File: src/mac_ctl_map.svh
/*
  Register indices, field positions, reset values and byte limits of the
  MAC transmit/receive control block.
  Assumes it is included by bare name from every design file that needs it.
*/
`ifndef MAC_CTL_MAP_SVH
`define MAC_CTL_MAP_SVH
// Register indices; the bus byte address is four times the index.
`define IDX_NET_CTRL     6'h00
`define IDX_NET_STAT     6'h01
`define IDX_TX_CTRL      6'h02
`define IDX_TX_STAT1     6'h03
`define IDX_TX_STAT2     6'h04
`define IDX_RX_CTRL      6'h05
`define IDX_INT_STAT     6'h30
`define IDX_INT_MASK     6'h31
// Transmit control fields.
`define TC_JABBER_OFF    6
`define TC_RETRY         5
`define TC_PAD_OFF2      4
`define TC_FCS_OFF2      3
`define TC_PAD_OFF1      2
`define TC_FCS_OFF1      1
`define TC_SEND          0
// Transmit status fields, same layout for both slots.
`define TS_JABBER        7
`define TS_CARRIER_LOST  6
`define TS_NO_CARRIER    5
`define TS_LATE_COL      4
`define TS_COL           3
`define TS_ABORT         2
// Receive control fields.
`define RC_WD_OFF        6
`define RC_DROP_LONG     5
`define RC_DROP_FCS      4
`define RC_ALL_MCAST     3
`define RC_RUNT          2
`define RC_ANY_DEST      1
`define RC_ON            0
// Network control loopback field (bits 2:1) and network status flags.
`define NC_LOOP_LSB      1
`define LOOP_INTERNAL    2'h1
`define NS_SLOT_ONE      2
`define NS_SLOT_TWO      3
// Interrupt status and mask bits.
`define IS_SLOT_ONE      0
`define IS_SLOT_TWO      1
`define IS_RX_ACCEPT     2
`define IS_RX_DROP       3
// Reset value of every register.
`define REG_RESET        8'h00
// Byte and collision limits.
`define JABBER_BYTES     12'h800
`define WATCHDOG_BYTES   12'h800
`define COL_WINDOW_BYTES 12'h040
`define LONG_BYTES       12'h5f2
`define RUNT_BYTES       12'h040
`define COL_LIMIT        5'h0f
`define COL_SAT          5'h10
`define BYTE_SAT         12'hfff
`endif

File: src/mac_ctl_pkg.sv
/*
  Types shared by the MAC control block: transmit states and the packed
  state records of each module.
  Assumes nothing of its surroundings.
*/
package mac_ctl_pkg;
  typedef enum logic {TX_IDLE, TX_SEND} tx_state_e;

  typedef struct packed {
    logic [1:0]  loop;
    logic [6:0]  tctl;
    logic [7:0]  tstat1;
    logic [7:0]  tstat2;
    logic [6:0]  rctl;
    logic        done1;
    logic        done2;
    logic [3:0]  istat;
    logic [3:0]  imask;
    logic        irq;
    tx_state_e   tst;
    logic        slot;
    logic        next_slot;
    logic [11:0] bytes;
    logic [4:0]  cols;
    logic        seen_crs;
    logic [7:0]  fstat;
    logic        pad_on;
    logic        fcs_on;
    logic        cut;
  } top_s;

  typedef struct packed {
    logic [11:0] bytes;
    logic        cut;
    logic        wd;
    logic        acc;
    logic        drop;
  } rx_s;

  typedef struct packed {
    logic       ack;
    logic [7:0] rdat;
  } wb_s;
endpackage

File: src/reg_if.sv
/*
  Carrier between the bus slave and the register file: one taken access
  per strobe, with the read byte returned in the same cycle.
  Assumes a single clock shared by both ends.
*/
`timescale 1ns/1ps
interface reg_if;
  logic       take;
  logic       we;
  logic       wen;
  logic [5:0] idx;
  logic [7:0] wdata;
  logic [7:0] rdata;
  modport bus  (output take, we, wen, idx, wdata, input rdata);
  modport regs (input take, we, wen, idx, wdata, output rdata);
endinterface

File: src/mac_ctl_top.sv
/*
  MAC transmit and receive control/status block: register file behind a
  classic Wishbone slave, transmit sequencer with per-slot status, receive
  filter and a masked level interrupt.
  Assumes the transmit and receive datapaths report bytes, collisions and
  frame ends as single-cycle strobes on CLK, and carrier as a level.
*/
// Register access over Wishbone was left to the implementer.
`timescale 1ns/1ps
`include "mac_ctl_map.svh"
// Operation
// - Transmit jabber timer runs at 2048 bytes unless jabber-off is set.
// - Without retry, abandon frame after sixteenth collision; with retry, keep sending.
// - Slot two frame gets no pad while its pad-off bit is set.
// - Slot two frame gets no FCS while its fcs-off bit is set.
// - Slot one frame skips pad with bit 2, FCS with bit 1.
// - Host writes send request; hardware clears it when the frame completes.
// - Each slot has its own status register, at 03H and 04H.
// - Status bit 7 marks a frame truncated after more than 2048 bytes.
// - Status bit 6 marks carrier lost during sending; invalid in internal loopback.
// - Status bit 5 marks no carrier at all; invalid in internal loopback.
// - Status bit 4 marks a collision after the first 64 bytes.
// - Status bit 3 marks any collision while sending.
// - Status bit 2 marks abort after 16 collisions; bits 1:0 read zero.
// - Receive watchdog at 2048 bytes unless watchdog-off is set.
// - Drop-oversize discards received frames longer than 1522 bytes.
// - Drop-bad-fcs discards frames ending with an FCS error.
// - Loopback field 01 loops frames inside the MAC.
// - Slot done flags set on completion; cleared by read or write one.
module mac_ctl_top
  import mac_ctl_pkg::*;
(
  input  wire logic        CLK,
  input  wire logic        RST_N,
  input  wire logic [7:0]  WB_ADR_I,
  input  wire logic [31:0] WB_DAT_I,
  input  wire logic [3:0]  WB_SEL_I,
  input  wire logic        WB_WE_I,
  input  wire logic        WB_CYC_I,
  input  wire logic        WB_STB_I,
  output logic             WB_ACK_O,
  output logic [31:0]      WB_DAT_O,
  output logic             IRQ,
  input  wire logic        TX_BYTE,
  input  wire logic        TX_END,
  input  wire logic        TX_CRS,
  input  wire logic        TX_COL,
  output logic             TX_SENDING,
  output logic             TX_SLOT,
  output logic             TX_PAD_ON,
  output logic             TX_FCS_ON,
  output logic             TX_CUT,
  output logic [1:0]       LOOPBACK_SEL,
  input  wire logic        RX_BYTE,
  input  wire logic        RX_END,
  input  wire logic        RX_FCS_BAD,
  input  wire logic        RX_MCAST,
  input  wire logic        RX_ADDR_MATCH,
  output logic             RX_ACCEPT,
  output logic             RX_DROP,
  output logic             RX_WD_CUT
);
  top_s  s_reg;
  top_s  s_next;
  reg_if r ();
  logic  rd_take;
  logic  fin;
  logic  abort;
  logic  jab;
  logic  carrier;
  logic  late;
  logic  [7:0] fstat;

  // True when a taken access writes the low byte of the given register.
  function automatic logic wr_hit(
    input logic       take,
    input logic       we,
    input logic       wen,
    input logic [5:0] idx,
    input logic [5:0] target
  );
    return take && we && wen && (idx == target);
  endfunction

  // Read value of a register; reserved bits and unmapped indices read zero.
  function automatic logic [7:0] rd_mux(
    input logic [5:0] idx,
    input top_s       st
  );
    logic [7:0] v;
    v = 8'h00;
    unique case (idx)
      `IDX_NET_CTRL: v = {5'h00, st.loop, 1'b0};
      `IDX_NET_STAT: v = {4'h0, st.done2, st.done1, 2'h0};
      `IDX_TX_CTRL:  v = {1'b0, st.tctl};
      `IDX_TX_STAT1: v = {st.tstat1[7:2], 2'h0};
      `IDX_TX_STAT2: v = {st.tstat2[7:2], 2'h0};
      `IDX_RX_CTRL:  v = {1'b0, st.rctl};
      `IDX_INT_STAT: v = {4'h0, st.istat};
      `IDX_INT_MASK: v = {4'h0, st.imask};
      default:       v = 8'h00;
    endcase
    return v;
  endfunction

  // Bus front end; it registers the acknowledge and the read byte.
  wb_slave u_wb (
    .clk   (CLK),
    .rst_n (RST_N),
    .adr_i (WB_ADR_I),
    .dat_i (WB_DAT_I),
    .sel_i (WB_SEL_I),
    .we_i  (WB_WE_I),
    .cyc_i (WB_CYC_I),
    .stb_i (WB_STB_I),
    .ack_o (WB_ACK_O),
    .dat_o (WB_DAT_O),
    .r     (r)
  );

  // Receive filter steered by the receive control register.
  rx_filter u_rx (
    .clk        (CLK),
    .rst_n      (RST_N),
    .rctl       (s_reg.rctl),
    .rx_byte    (RX_BYTE),
    .rx_end     (RX_END),
    .fcs_bad    (RX_FCS_BAD),
    .mcast      (RX_MCAST),
    .addr_match (RX_ADDR_MATCH),
    .accept     (RX_ACCEPT),
    .drop       (RX_DROP),
    .wd_cut     (RX_WD_CUT)
  );

  // Read data is taken combinationally from the current register state.
  assign r.rdata = rd_mux(r.idx, s_reg);
  assign rd_take = r.take && !r.we;

  // Transmit sequencer: frame outcome for the cycle, before any register update.
  always_comb begin
    fstat   = s_reg.fstat;
    carrier = s_reg.seen_crs || TX_CRS;
    late    = TX_COL && (s_reg.bytes >= `COL_WINDOW_BYTES);
    abort   = TX_COL && !s_reg.tctl[`TC_RETRY] && (s_reg.cols >= `COL_LIMIT);
    jab     = !s_reg.tctl[`TC_JABBER_OFF] && (s_reg.bytes > `JABBER_BYTES);
    fin     = (s_reg.tst == TX_SEND) && (TX_END || abort || jab);
    if (s_reg.tst == TX_SEND) begin
      if (s_reg.seen_crs && !TX_CRS) begin
        fstat[`TS_CARRIER_LOST] = 1'b1;
      end
      if (TX_COL) begin
        fstat[`TS_COL] = 1'b1;
      end
      if (late) begin
        fstat[`TS_LATE_COL] = 1'b1;
      end
      if (abort) begin
        fstat[`TS_ABORT] = 1'b1;
      end
      if (jab) begin
        fstat[`TS_JABBER] = 1'b1;
      end
      if (fin && !carrier) begin
        fstat[`TS_NO_CARRIER] = 1'b1;
      end
      // Carrier flags carry no meaning when frames loop inside the MAC.
      if (fin && s_reg.loop == `LOOP_INTERNAL) begin
        fstat[`TS_CARRIER_LOST] = 1'b0;
        fstat[`TS_NO_CARRIER]   = 1'b0;
      end
    end
  end

  // Next state: software clears first, then hardware sets, so an event
  // landing in the same cycle as its clear is kept.
  always_comb begin
    s_next     = s_reg;
    s_next.cut = 1'b0;

    // Read-to-clear side effects of status registers.
    if (rd_take && r.idx == `IDX_NET_STAT) begin
      s_next.done1 = 1'b0;
      s_next.done2 = 1'b0;
    end
    if (rd_take && r.idx == `IDX_INT_STAT) begin
      s_next.istat = 4'h0;
    end

    // Write-one-to-clear of the slot done flags.
    if (wr_hit(r.take, r.we, r.wen, r.idx, `IDX_NET_STAT)) begin
      if (r.wdata[`NS_SLOT_ONE]) begin
        s_next.done1 = 1'b0;
      end
      if (r.wdata[`NS_SLOT_TWO]) begin
        s_next.done2 = 1'b0;
      end
    end

    // A completed frame drops the send request; a host write below wins.
    if (fin) begin
      s_next.tctl[`TC_SEND] = 1'b0;
    end

    // Plain control writes.
    if (wr_hit(r.take, r.we, r.wen, r.idx, `IDX_NET_CTRL)) begin
      s_next.loop = r.wdata[`NC_LOOP_LSB+:2];
    end
    if (wr_hit(r.take, r.we, r.wen, r.idx, `IDX_TX_CTRL)) begin
      s_next.tctl = r.wdata[6:0];
    end
    if (wr_hit(r.take, r.we, r.wen, r.idx, `IDX_RX_CTRL)) begin
      s_next.rctl = r.wdata[6:0];
    end
    if (wr_hit(r.take, r.we, r.wen, r.idx, `IDX_INT_MASK)) begin
      s_next.imask = r.wdata[3:0];
    end

    // Transmit state machine.
    unique case (s_reg.tst)
      TX_IDLE: begin
        if (s_reg.tctl[`TC_SEND]) begin
          s_next.tst       = TX_SEND;
          s_next.slot      = s_reg.next_slot;
          s_next.next_slot = !s_reg.next_slot;
          s_next.bytes     = 12'h000;
          s_next.cols      = 5'h00;
          s_next.seen_crs  = 1'b0;
          s_next.fstat     = 8'h00;
          // Pad and FCS insertion are fixed per slot for the whole frame.
          if (s_reg.next_slot) begin
            s_next.pad_on = !s_reg.tctl[`TC_PAD_OFF2];
            s_next.fcs_on = !s_reg.tctl[`TC_FCS_OFF2];
          end else begin
            s_next.pad_on = !s_reg.tctl[`TC_PAD_OFF1];
            s_next.fcs_on = !s_reg.tctl[`TC_FCS_OFF1];
          end
        end
      end
      TX_SEND: begin
        s_next.fstat    = fstat;
        s_next.seen_crs = carrier;
        if (TX_BYTE && s_reg.bytes != `BYTE_SAT) begin
          s_next.bytes = s_reg.bytes + 12'h001;
        end
        // Collision count saturates so retry mode can run on forever.
        if (TX_COL && s_reg.cols != `COL_SAT) begin
          s_next.cols = s_reg.cols + 5'h01;
        end
        if (fin) begin
          s_next.tst = TX_IDLE;
          s_next.cut = abort || jab;
          if (s_reg.slot) begin
            s_next.tstat2 = fstat;
            s_next.done2  = 1'b1;
          end else begin
            s_next.tstat1 = fstat;
            s_next.done1  = 1'b1;
          end
        end
      end
    endcase

    // Sticky interrupt events, set after any clear of this cycle.
    if (fin && !s_reg.slot) begin
      s_next.istat[`IS_SLOT_ONE] = 1'b1;
    end
    if (fin && s_reg.slot) begin
      s_next.istat[`IS_SLOT_TWO] = 1'b1;
    end
    if (RX_ACCEPT) begin
      s_next.istat[`IS_RX_ACCEPT] = 1'b1;
    end
    if (RX_DROP) begin
      s_next.istat[`IS_RX_DROP] = 1'b1;
    end
    s_next.irq = |(s_next.istat & s_next.imask);
  end

  // State register; every control field resets to zero.
  always_ff @(posedge CLK) begin
    if (!RST_N) begin
      s_reg <= '0;
    end else begin
      s_reg <= s_next;
    end
  end

  // Outputs straight from the state register.
  assign IRQ          = s_reg.irq;
  assign TX_SENDING   = (s_reg.tst == TX_SEND);
  assign TX_SLOT      = s_reg.slot;
  assign TX_PAD_ON    = s_reg.pad_on;
  assign TX_FCS_ON    = s_reg.fcs_on;
  assign TX_CUT       = s_reg.cut;
  assign LOOPBACK_SEL = s_reg.loop;
endmodule

File: src/wb_slave.sv
/*
  Classic Wishbone slave front end: takes at most one access every second cycle and
  registers the acknowledge and the read byte.
  Assumes a master that holds its request until it sees the acknowledge.
*/
`timescale 1ns/1ps
module wb_slave
  import mac_ctl_pkg::*;
(
  input  wire logic        clk,
  input  wire logic        rst_n,
  input  wire logic [7:0]  adr_i,
  input  wire logic [31:0] dat_i,
  input  wire logic [3:0]  sel_i,
  input  wire logic        we_i,
  input  wire logic        cyc_i,
  input  wire logic        stb_i,
  output logic             ack_o,
  output logic [31:0]      dat_o,
  reg_if.bus               r
);
  wb_s s_reg;
  wb_s s_next;

  // An access is taken once; the acknowledge blocks a second take.
  assign r.take  = cyc_i && stb_i && !s_reg.ack;
  assign r.we    = we_i;
  assign r.wen   = sel_i[0];
  assign r.idx   = adr_i[7:2];
  assign r.wdata = dat_i[7:0];

  // Acknowledge and read data follow the take by one cycle.
  always_comb begin
    s_next      = s_reg;
    s_next.ack  = r.take;
    if (r.take) begin
      s_next.rdat = we_i ? 8'h00 : r.rdata;
    end
  end

  // State register.
  always_ff @(posedge clk) begin
    if (!rst_n) begin
      s_reg <= '0;
    end else begin
      s_reg <= s_next;
    end
  end

  assign ack_o = s_reg.ack;
  assign dat_o = {24'h000000, s_reg.rdat};
endmodule

File: src/rx_filter.sv
/*
  Receive frame counter, watchdog and acceptance decision.
  Assumes one byte strobe per received byte and a frame end strobe in a
  later cycle than the last byte strobe.
*/
`timescale 1ns/1ps
`include "mac_ctl_map.svh"
module rx_filter
  import mac_ctl_pkg::*;
(
  input  wire logic       clk,
  input  wire logic       rst_n,
  input  wire logic [6:0] rctl,
  input  wire logic       rx_byte,
  input  wire logic       rx_end,
  input  wire logic       fcs_bad,
  input  wire logic       mcast,
  input  wire logic       addr_match,
  output logic            accept,
  output logic            drop,
  output logic            wd_cut
);
  rx_s  s_reg;
  rx_s  s_next;
  logic keep;

  // Count bytes, run the watchdog and judge each frame at its end.
  always_comb begin
    s_next      = s_reg;
    s_next.acc  = 1'b0;
    s_next.drop = 1'b0;
    s_next.wd   = 1'b0;
    keep        = 1'b0;
    if (rx_byte && rctl[`RC_ON] && s_reg.bytes != `BYTE_SAT) begin
      s_next.bytes = s_reg.bytes + 12'h001;
    end
    if (!rctl[`RC_WD_OFF] && !s_reg.cut && s_reg.bytes > `WATCHDOG_BYTES) begin
      s_next.cut = 1'b1;
      s_next.wd  = 1'b1;
    end
    if (rx_end) begin
      keep = rctl[`RC_ON] && !s_reg.cut
        && !(rctl[`RC_DROP_LONG] && s_reg.bytes > `LONG_BYTES)
        && !(rctl[`RC_DROP_FCS] && fcs_bad)
        && (rctl[`RC_RUNT] || s_reg.bytes >= `RUNT_BYTES)
        && (rctl[`RC_ANY_DEST] || addr_match || (rctl[`RC_ALL_MCAST] && mcast));
      s_next.acc   = keep;
      s_next.drop  = rctl[`RC_ON] && !keep;
      s_next.bytes = 12'h000;
      s_next.cut   = 1'b0;
    end
  end

  // State register.
  always_ff @(posedge clk) begin
    if (!rst_n) begin
      s_reg <= '0;
    end else begin
      s_reg <= s_next;
    end
  end

  assign accept = s_reg.acc;
  assign drop   = s_reg.drop;
  assign wd_cut = s_reg.wd;
endmodule

File: config.mk
export PLATFORM = sky130hd
export DESIGN_NAME = mac_ctl_top
export DESIGN_NICKNAME = d
export VERILOG_FILES = /design/src/mac_ctl_pkg.sv /design/src/reg_if.sv /design/src/mac_ctl_top.sv /design/src/wb_slave.sv /design/src/rx_filter.sv
export VERILOG_INCLUDE_DIRS = /design/src /design/src/src
export SDC_FILE = /design/constraint.sdc
export NUM_CORES = 1
export LEC_CHECK = 0
export ABC_AREA = 1
export BUFFER_PORTS_ARGS = -buffer_cell sky130_fd_sc_hd__buf_2
export CAP_MARGIN = 0
export CORE_MARGIN = 4
export CORE_UTILIZATION = 58
export CTS_CLUSTER_DIAMETER = 150
export DETAILED_ROUTE_END_ITERATION = 10
export PLACE_DENSITY = 0.87
export REMOVE_ABC_BUFFERS = 1
export SLEW_MARGIN = 10
export SYNTH_ARGS = -nofsm -noshare
export SYNTH_HDL_FRONTEND = slang
export SYNTH_SLANG_ARGS = --single-unit
File: constraint.sdc
create_clock -name CLK -period 4.16 [get_ports CLK]
set_input_delay 0.208 -clock CLK [delete_from_list [all_inputs] [get_ports CLK]]
set_output_delay 0.208 -clock CLK [all_outputs]
set_load 0.01 [all_outputs]
== Word level (Yosys, flattened, before mapping) ==
Index checks and enable logic that the tools add are counted.

* Register bits after elaboration: 100
* Input port bits: 58
* Output and inout bits: 44
* Word-level logic and storage cells: 162

* $add $sub $neg: 3
* Order comparisons: 6
* Equal/unequal tests: 14
* Multiplexer cells: 33
* Bitwise gates (word level): 4
* Reductions and logical operators: 73

{| class="wikitable"
|+ Operator list
! operator !! count
|-
| 8-bit case mux with 8 select lines || 1
|-
| 26-bit case mux with 2 select lines || 1
|-
| 1-bit logical AND || 37
|-
| 31-bit two-way mux || 1
|-
| 12-bit by 1-bit adder with 12-bit output (second input constant) || 2
|-
| 12-bit by 7-bit >= comparator with 1-bit output (second input constant) || 2
|-
| 12-bit greater-than comparator (second input constant) || 2
|-
| 12-bit != test (second input constant) || 2
|-
| 1-bit two-way mux || 18
|-
| 1-bit zero test || 17
|-
| 6-bit by 2-bit == test with 1-bit output (second input constant) || 2
|-
| 6-bit by 3-bit == test with 1-bit output (second input constant) || 2
|-
| 6-bit == test (second input constant) || 2
|-
| 12-bit by 11-bit greater-than comparator with 1-bit output (second input constant) || 1
|-
| 12-bit two-way mux || 1
|-
| 2-bit two-way mux || 6
|-
| 2-bit AND reduction || 5
|-
| 3-bit AND reduction || 3
|-
| 4-bit two-way mux || 2
|-
| 8-bit two-way mux || 1
|-
| 1-bit logical OR || 7
|-
| 6-bit by 1-bit == test with 1-bit output (second input constant) || 1
|-
| 6-bit zero test || 1
|-
| 5-bit by 1-bit adder with 5-bit output (second input constant) || 1
|-
| 12 further kinds || 15
|}

== Logic depth before layout (Yosys ltp) ==
Gate-level depths: netlist of the first run.

* Depth after elaboration: 10
* Gate-level depth with buffers: 14
* Gate-level depth less buffers: 14

== Hierarchy ==
From an unflattened synthesis of the first run, not the netlist that was laid out.

* Cells, all modules: 734
* Area total of the unflattened synthesis: 5118.7 µm²

{| class="wikitable"
|+ By module, submodules not included
! module !! instances !! cells each !! area each (µm²) !! seq. area each (µm²)
|-
| mac_ctl_top || 1 || 460 || 3349.5 || 1381.3
|-
| rx_filter || 1 || 160 || 994.7 || 320.3
|-
| wb_slave || 1 || 114 || 774.5 || 180.2
|}

== Worst setup path after synthesis of the first run ==
No wires, ideal clock.

* Path kind: flip-flop to flip-flop
* Start: register s_reg[12] (netlist bit)
* End: register s_reg[65] (netlist bit)
* Library setup time: 0.123 ns
* Arrival: 1.596 ns
* Required time: 4.037 ns
* Slack: 2.441 ns
* Stages on the path, launching flop included: 13
* Buffers on the path: 0
* Clock period less this slack: 1.719 ns
* Cell sequence: dfxtp_1 > ha_1 > nand2_1 > nor2_1 > ha_1 > nor2_1 > nand2_1 > nand2_1 > nand3_2 > nand3_1 > inv_2 > o21ai_0 > a21oi_1

* Cells in the longest elaborated chain, start to end: 6

{| class="wikitable"
|+ RTL lines
! what !! RTL line !! text
|-
| start: declaration || mac_ctl_top.sv:63 || <nowiki>top_s s_reg;</nowiki>
|-
| start signal: assignment || mac_ctl_top.sv:285 || <nowiki>s_reg <= s_next;</nowiki>
|-
| 5-bit by 4-bit >= comparator with 1-bit output (no line) || -- ||
|-
| 1-bit logical AND || mac_ctl_top.sv:145 || <nowiki>abort = TX_COL && !s_reg.tctl[`TC_RETRY] && (s_reg.cols >= `COL_LIMIT);</nowiki>
|-
| 1-bit logical OR (2 in series) || mac_ctl_top.sv:147 || <nowiki>fin = (s_reg.tst == TX_SEND) && (TX_END || abort || jab);</nowiki>
|-
| 1-bit logical AND || mac_ctl_top.sv:147 ||
|-
| 3-bit AND reduction (no line) || -- ||
|}

No other way between the ends.
A chain may end at the register's enable or synchronous reset.

== Worst setup path after layout of the first run ==
* Start: register u_wb.s_reg, in the netlist u_wb.ack_o
* End: register s_reg[49] (netlist bit)

* Cells in the longest elaborated chain, start to end: 5

{| class="wikitable"
|+ RTL lines
! what !! RTL line !! text
|-
| start: declaration || wb_slave.sv:22 || <nowiki>wb_s s_reg;</nowiki>
|-
| start signal: assignment || wb_slave.sv:46 || <nowiki>s_reg <= s_next;</nowiki>
|-
| 1-bit zero test || wb_slave.sv:26 || <nowiki>assign r.take = cyc_i && stb_i && !s_reg.ack;</nowiki>
|-
| 1-bit logical AND || wb_slave.sv:26 ||
|-
| 1-bit logical AND (3 in series) || mac_ctl_top.sv:82 || <nowiki>return take && we && wen && (idx == target);</nowiki>
|}

No other way between the ends.

==> results of run 1 <==
==> logic make-up after synthesis <==
kind of cell,Yosys count,share of synthesized area
other cells,1,0.000824
compound gates,141,0.167
buf+inv,128,0.129
flops,94,0.413
fa+ha+maj,7,0.0192
simple gates,268,0.265
xor+xnor,3,0.00577
==> worst max-delay path: cells and delay by family (launching register included) <==
family | cells | cell delay [ps]
and+or+nand+nor | 3 | 1230
buffers and inverters | 2 | 350
DFF | 1 | 320
AOI/OAI and AO/OA | 2 | 280
==> power groups by stage <==
stage	Combinational, mW	Clock, mW	Sequential (mW)
floorplan	0.0375	0	0.921
global placement	0.0673	0	0.921
global route	0.0773	0.696	0.900
CTS	0.0688	0.662	0.900
finish	0.0699	0.659	0.900
detailed placement	0.0684	0	0.921
==> how the worst max path moves through the flow <==
| stage | start | endpoint | slack, ps | cells after the start |
|---|---|---|---|---|
| 2_1_floorplan | u_wb.ack_o | s_reg[49] | 2290 | 7 |
| 3_3_place_gp | RST_N | u_rx.s_reg[12] | 1910 | 5 |
| 3_5_place_dp | RST_N | u_rx.s_reg[6] | 1860 | 5 |
| 4_1_cts | u_wb.ack_o | s_reg[49] | 1920 | 7 |
| 5_1_grt | u_wb.ack_o | s_reg[49] | 1670 | 7 |
| 6_report | u_wb.ack_o | s_reg[49] | 1850 | 7 |
==> final cells by class <==
| cell class | count | area (sq um) | share of cell area |
|---|---|---|---|
| clock inverters | 5 | 85.1 | 0.0171 |
| clock buffers | 10 | 128 | 0.0257 |
| inverters | 91 | 342 | 0.0687 |
| well taps | 102 | 128 | 0.0257 |
| flip-flops and latches | 94 | 1880 | 0.379 |
| repair buffers | 47 | 235 | 0.0473 |
| multi-input cells | 443 | 2170 | 0.437 |
==> through the flow <==
| stage | instance area, sq um | instances | hold WS, ps |
|---|---|---|---|
| floorplan | 4390 | 628 | 306 |
| global placement | 4760 | 777 | 443 |
| detailed placement | 4760 | 777 | 448 |
| CTS | 4970 | 792 | 101 |
| global route | 4970 | 792 | 115 |
| finish | 4970 | 792 | 112 |
==> routing by layer <==
metal,vias to the layer above,track usage,wire length [microns]
met5,-,0,0
met4,0,0.0950,236
met3,24,0.0483,729
met2,148,0.387,5170
met1,1945,0.281,4540
li1,2126,-,-
==> synthesized netlist by cell type (3+ instances only) <==
cell,number
nand4_1,15
o21ai_1,3
clkbuf_1,3
nor2_1,76
a211oi_1,4
o211ai_1,3
nor3_1,14
dfxtp_1,94
buf_4,27
nand2_1,121
nor2_2,3
xor2_1,3
buf_2,5
o21ai_0,52
a21oi_1,64
inv_2,6
a22oi_1,7
nand3_1,21
ha_1,7
nand2_2,5
nor2_4,3
inv_1,85
==> impl_metrics.json, run 1 <==
{
  "status": "complete, no violations",
  "antenna_cells": 0,
  "r2r-start": "u_wb.ack_o",
  "slew_viol_final": 0,
  "cts_buffer_depth": 2,
  "power_frac_seq": 0.553,
  "reg2regPathDepth": 7,
  "layout_min_cycle_time_ps": 2310,
  "largest_register_ffs": 61,
  "io_buffer_count": 47,
  "switchingPower_uw": 374,
  "io_pins": 102,
  "final_cell_mix": "nand2_1 (121), dfxtp_1 (94), inv_1 (85), nor2_1 (76), a21oi_1 (64)",
  "die_area_sq_mm": 0.00933,
  "postRouteAntennaNets": 0,
  "grt_max_degree": 38,
  "final_common_cell": "nand2_1",
  "htreeDepth": 3,
  "grt_overflow": 0,
  "cts.repair.resized": 0,
  "tns_ps": 0,
  "syn_area_per_cell_sq_um": 7.09,
  "p_clk_frac": 0.404,
  "syn_area_sq_mm": 0.00455,
  "rows": 32,
  "path_clk_slew_ps": 100,
  "synth_top_area_frac": 0.413,
  "worstHoldPathType": "in -> reg",
  "worstSetupPathType": "reg -> reg",
  "synth_area_leaders": "dfxtp_1 (41%), nand2_1 (10%), a21oi_1 (7.0%), inv_1 (7.0%), nor2_1 (6.3%)",
  "postCtsSetupBuffers": 0,
  "power_density_mw_per_mm2": 328,
  "cp-start-kind": "register",
  "maxCapViolCount": 0,
  "internal-power_mw": 1.25,
  "fin_crit_sh": 0.554,
  "worstMarginPinSlew_ps": 645,
  "dr_total_vias": 4243,
  "rrSetupSlack_ps": 1850,
  "ys_types": 38,
  "rsz0062_at_grt": "no",
  "syn2layout_area_growth_pct": 9.12,
  "swShare": 0.230,
  "layout-drive-gt1-share": 0.125,
  "synth_top_area_cell": "dfxtp_1",
  "cts_tree": "done",
  "initial_core_util": 0.592,
  "hpwl_mm": 7.91,
  "clk-insertion-delay-late_ps": 360,
  "synth-edff-count": 0,
  "grt_usage": 0.228,
  "async_flop_share": 0,
  "fin_skew_ps": 14.5,
  "routabilityCongestion": 0.930,
  "synth_seq_cells": 94,
  "critical_path.cell_chain": "nand3b_1 > nor2_1 > inv_1 > nor2_1 > inv_1 > o21ai_0 > a21oi_1",
  "fillers": 710,
  "relSlewSlack": 0.569,
  "holdBufCountCts": 0,
  "worstHoldPathCells": 3,
  "finalSetupViolCount": 0,
  "grt_pass1_vias": 4057,
  "setup_ws_ps": 1850,
  "crit_fanout": 11,
  "cp_slowest_stage_delay_ps": 500,
  "power_mw": 1.63,
  "power.share.combinational": 0.043,
  "ys_warn_count": 0,
  "via_per_inst": 5.36,
  "synthCells": 642,
  "grt_pass1_wl_mm": 18.0,
  "nets": 751,
  "utilization": 0.646,
  "die_width_microns": 96.6,
  "die_h_microns": 96.6,
  "dpl_worst_slack_ps": 1860,
  "r2r-end": "s_reg[49]",
  "drt_iter0_drc": 315,
  "dr.pass1.iters": 7,
  "min_to": "u_rx.drop",
  "ir_worst_vdd_mv": 0.193,
  "cp.required_ps": 4400,
  "drc": 0,
  "leakage_nw": 2.18,
  "ys.flop_type": "dfxtp_1",
  "wirelength_mm": 10.7,
  "wire_per_inst_microns": 13.5,
  "ys_seq_area_frac": 0.413,
  "clock.fmax_ghz": 0.434,
  "finalHoldViolCount": 0,
  "core_sq_mm": 0.00769,
  "clockRootBuffer": "clkbuf_8",
  "cts.sinks": 94,
  "worstSetupEndpointType": "register",
  "antenna_found_initial": 0,
  "cts_inserted_buffers": 9,
  "min_from": "RX_END",
  "crit_slowest_cell": "nor2_1",
  "worstPathArrival_ps": 2540
}
Note: power is estimated with default switching activity, not from simulation.
==> inputs of run 2 (changes only) <==
--- a/config.mk
+++ b/config.mk
@@ -10,10 +10,10 @@
 export BUFFER_PORTS_ARGS = -buffer_cell sky130_fd_sc_hd__buf_2
 export CAP_MARGIN = 0
 export CORE_MARGIN = 4
-export CORE_UTILIZATION = 58
+export CORE_UTILIZATION = 49
 export CTS_CLUSTER_DIAMETER = 150
 export DETAILED_ROUTE_END_ITERATION = 10
-export PLACE_DENSITY = 0.87
+export PLACE_DENSITY = 0.78
 export REMOVE_ABC_BUFFERS = 1
 export SLEW_MARGIN = 10
 export SYNTH_ARGS = -nofsm -noshare
==> constraint.sdc (replaced) <==
create_clock -name CLK -period 2 [get_ports CLK]
set_input_delay 0.1 -clock CLK [delete_from_list [all_inputs] [get_ports CLK]]
set_output_delay 0.1 -clock CLK [all_outputs]
set_load 0.01 [all_outputs]
==> impl_metrics.json, run 2 (synthesis results as in run 1) <==
{
  "status": "complete, no violations",
  "io_buffer_count": 47,
  "tns_ps": 0,
  "cp.required_ps": 2300,
  "dpl_worst_slack_ps": 31.9,
  "layout_min_cycle_time_ps": 1850,
  "grt_max_degree": 35,
  "postCtsSetupBuffers": 0,
  "worstPathArrival_ps": 2150,
  "clockRootBuffer": "clkbuf_8",
  "postRouteAntennaNets": 0,
  "path_clk_slew_ps": 100,
  "cts_inserted_buffers": 9,
  "antenna_cells": 0,
  "clk-insertion-delay-late_ps": 370,
  "rrSetupSlack_ps": 150,
  "core_sq_mm": 0.00889,
  "setup_ws_ps": 151,
  "worstHoldPathCells": 3,
  "leakage_nw": 2.23,
  "via_per_inst": 5.25,
  "wire_per_inst_microns": 13.4,
  "finalHoldViolCount": 0,
  "fillers": 824,
  "crit_fanout": 7,
  "htreeDepth": 3,
  "cts_buffer_depth": 2,
  "grt_pass1_wl_mm": 18.1,
  "die_area_sq_mm": 0.0109,
  "rows": 34,
  "wl_met3_microns": 582,
  "min_to": "s_reg[34]",
  "die_width_microns": 104,
  "worstSetupPathType": "reg -> reg",
  "relSlewSlack": 0.600,
  "worstSetupEndpointType": "register",
  "grt_usage": 0.199,
  "slew_viol_final": 0,
  "hpwl_mm": 8.28,
  "grt_overflow": 0,
  "final_cell_mix": "nand2_1 (121), dfxtp_1 (89), inv_1 (84), nor2_1 (75), a21oi_1 (64)",
  "ir_worst_vdd_mv": 0.311,
  "worstMarginPinSlew_ps": 599,
  "grt_pass1_vias": 3947,
  "power_mw": 3.18,
  "cts_tree": "done",
  "layout-drive-gt1-share": 0.151,
  "antenna_found_initial": 0,
  "drt_iter0_drc": 254,
  "clock.fmax_ghz": 0.541,
  "dr_total_vias": 4275,
  "worstHoldPathType": "in -> reg",
  "nets": 767,
  "die_h_microns": 104,
  "topRoutingLayerUsed": "met4",
  "wirelength_mm": 10.9,
  "r2r-start": "s_reg[13]",
  "whs_ps": 9.48,
  "fin_skew_ps": 14.4,
  "syn2layout_area_growth_pct": 11.7,
  "finalSetupViolCount": 0,
  "min_from": "WB_DAT_I[1]",
  "route.met2.wl_mm": 5.24,
  "initial_core_util": 0.512,
  "met1_length_mm": 4.90,
  "maxCapViolCount": 0,
  "final_common_cell": "nand2_1",
  "cts.sinks": 94,
  "cp-start-kind": "register",
  "dr.pass1.iters": 5,
  "fin_crit_sh": 0.924,
  "power_density_mw_per_mm2": 626,
  "r2r-end": "s_reg[64]",
  "io_pins": 102,
  "largest_register_ffs": 61,
  "routabilityCongestion": 0.967,
  "reg2regPathDepth": 12,
  "drc": 0
}
## run 2: cell types whose count changed in the layout (fill, tap and decap cells not counted), sizes merged
cell	change
inv	+1
bufinv	-2
clkinvlp	+2
clkinv	+1
dlygate4sd3	+4
buf	+11
## run 2: worst max path at each step
stage,start,endpoint,slack [ps],depth (start not counted)
after floorplan,u_wb.ack_o,s_reg[49],130,7
after global placement,s_reg[12],s_reg[65],110,12
after detailed placement,s_reg[12],s_reg[64],30,12
final,s_reg[13],s_reg[64],150,12
after CTS,s_reg[12],s_reg[64],20,12
after global routing,s_reg[13],s_reg[55],-2,14
## run 2: metal layers
layer,GRT usage,vias up
met3,0.0447,22
met1,0.258,1961
met4,0.0646,0
met2,0.329,127
li1,-,2165
met5,0,-
## run 2: timing repair
item,4_1_cts,5_1_grt
hold buffers,4,0
endpoints found under the hold margin,7,0
endpoints found under the setup margin,0,26
resized for setup,0,10
## run 2: cell type report
class,instances,area (sq um),share of cell area
multi-input cells,443,2180,0.429
flip-flops and latches,94,1890,0.371
repair buffers,62,358,0.0704
inverters,91,342,0.0672
well taps,108,135,0.0266
clock buffers,10,128,0.0251
clock inverters,6,46.3,0.00910
repair inverters,1,7.51,0.00148
## run 2: power by group
part | leakage [nW] | internal (mW) | switching, mW
Sequential | 0.759 | 1.87 | 0.000872
Combinational | 1.39 | 0.0480 | 0.114
Clock | 0.0829 | 0.459 | 0.689
## run 2: critical path, cell delays in order, from the launching register on
cell	delay, ps
dfxtp_1	400
ha_1	190
nand2_1	70
nor2_1	100
ha_1	140
nor2_1	40
nand2_1	70
nand2_1	80
nand3_2	110
nand3_2	190
inv_2	160
o21ai_0	90
a21oi_1	150
## run 2: metrics by stage
| step | utilization | area [sq um] | instances |
|---|---|---|---|
| 2_1_floorplan | - | 4390 | 628 |
| 3_3_place_gp | 0.545 | 4850 | 794 |
| 3_5_place_dp | 0.545 | 4850 | 794 |
| 4_1_cts | 0.569 | 5060 | 814 |
| 5_1_grt | 0.572 | 5090 | 815 |
| 6_report | 0.572 | 5090 | 815 |
==> inputs of run 3 (changes only) <==
--- a/config.mk
+++ b/config.mk
@@ -10,7 +10,7 @@
 export BUFFER_PORTS_ARGS = -buffer_cell sky130_fd_sc_hd__buf_2
 export CAP_MARGIN = 0
 export CORE_MARGIN = 4
-export CORE_UTILIZATION = 49
+export CORE_UTILIZATION = 50
 export CTS_CLUSTER_DIAMETER = 150
 export DETAILED_ROUTE_END_ITERATION = 10
 export PLACE_DENSITY = 0.78
@@ -18,4 +18,5 @@
 export SLEW_MARGIN = 10
 export SYNTH_ARGS = -nofsm -noshare
 export SYNTH_HDL_FRONTEND = slang
+export SYNTH_HIERARCHICAL = 1
 export SYNTH_SLANG_ARGS = --single-unit
==> impl_metrics.json, run 3 <==
{
  "status": "complete, no violations",
  "largest_register_ffs": 61,
  "use_met1": 0.252,
  "cts.sinks": 94,
  "cp.required_ps": 2260,
  "die_area_sq_mm": 0.0119,
  "postRouteAntennaNets": 0,
  "fin_skew_ps": 6.96,
  "slew_viol_final": 0,
  "antenna_cells": 0,
  "cts_buffer_depth": 2,
  "syn2layout_area_growth_pct": 8.15,
  "worstPathArrival_ps": 2100,
  "final_cell_mix": "nand2_1 (145), nor2_1 (108), dfxtp_1 (92), inv_1 (92), a21oi_1 (59)",
  "cts_tree": "done",
  "worstSetupPathType": "reg -> reg",
  "ir_worst_vdd_mv": 0.334,
  "layout-drive-gt1-share": 0.161,
  "cts_inserted_buffers": 9,
  "worstHoldPathType": "in -> reg",
  "wire_per_inst_microns": 12.9,
  "setup_ws_ps": 152,
  "syn_area_sq_mm": 0.00511,
  "die_h_microns": 109,
  "layout_min_cycle_time_ps": 1850,
  "routabilityCongestion": 0.911,
  "finalSetupViolCount": 0,
  "worstSetupEndpointType": "register",
  "final_common_cell": "nand2_1",
  "grt_overflow": 0,
  "path_clk_slew_ps": 90,
  "via_per_inst": 5.07,
  "nets": 836,
  "met3_usage": 0.0361,
  "finalHoldViolCount": 0,
  "clock.fmax_ghz": 0.541,
  "grt_pass1_vias": 4300,
  "leakage_nw": 2.43,
  "crit_fanout": 10,
  "initial_core_util": 0.518,
  "grtUsageMet2": 0.340,
  "cp-start-kind": "register",
  "antenna_found_initial": 0,
  "grt_pass1_wl_mm": 19.3,
  "synthCells": 733,
  "wirelength_mm": 11.8,
  "hpwl_mm": 8.85,
  "clk-insertion-delay-late_ps": 360,
  "drt_iter0_drc": 217,
  "syn_area_per_cell_sq_um": 6.97,
  "core_sq_mm": 0.00986,
  "maxCapViolCount": 0,
  "io_pins": 102,
  "dpl_worst_slack_ps": 89.0,
  "utilization": 0.560,
  "ys_warn_count": 6,
  "rsz0062_at_grt": "no",
  "htreeDepth": 3,
  "power_density_mw_per_mm2": 629,
  "dr_total_vias": 4610,
  "grt_max_degree": 40,
  "die_width_microns": 109,
  "grt_usage": 0.203,
  "tns_ps": 0,
  "grt-busiest-layer": "met2",
  "fin_crit_sh": 0.924,
  "io_buffer_count": 47,
  "dr.pass1.iters": 5,
  "drc": 0,
  "fillers": 933,
  "rows": 36,
  "clockRootBuffer": "clkbuf_8"
}
==> run 3: routing by layer <==
| metal | up-vias | share of wire |
|---|---|---|
| met3 | 30 | 0.060 |
| met5 | - | 0 |
| met1 | 2111 | 0.43 |
| met2 | 125 | 0.48 |
| met4 | 0 | 0.030 |
| li1 | 2344 | - |
==> run 3: final timing paths <==
check	slack, ps	to	cells past startpoint	start
hold reg to reg	470	s_reg[6]	2	s_reg[6]
hold / removal	10	s_reg[72]	3	WB_DAT_I[6]
setup / recovery	150	s_reg[64]	12	s_reg[12]
setup reg to reg	150	s_reg[64]	12	s_reg[12]
==> run 3: what timing repair did <==
action,in CTS,in global routing
endpoints found under the hold margin,4,0
gates resized for setup,0,7
hold buffers,2,0
setup endpoints to repair,0,13
buffers inserted,0,0
==> run 3: critical path, stage by stage (launching register included) <==
cell and delay, ps:
dfxtp_4 370, ha_1 200, nand2_1 80, nor2_1 50
ha_1 170, nor2_1 80, nand2_1 80, nand2_2 100
nand3_4 120, nand3_4 140, inv_2 90, o21ai_1 170
a21oi_1 60
==> run 3: power by group <==
part	total, mW	leakage, nW	switching [mW]	internal [mW]
Clock	1.37	0.106	0.668	0.702
Sequential	1.89	0.760	0.00853	1.88
Combinational	0.215	1.56	0.150	0.0655
==> run 3: layout make-up <==
class                      instances  area, sq um  area share
inverter                         101          390      0.0706
clock inverter                     6         86.3      0.0156
multi-input combinational        509         2560       0.464
clock buffer                      10          128      0.0231
tap                              133          166      0.0301
sequential                        94         1890       0.341
timing repair buffer              56          308      0.0557
==> run 3: through the flow <==
step	std cells	area [sq um]	power, mW	hold slack (ps)
after floorplan	704	4830	2.05	198
after global placement	891	5280	2.14	351
after detailed placement	891	5280	2.14	356
after CTS	909	5520	3.49	1.33
after global routing	909	5530	3.59	14.4
final	909	5530	3.48	12.5
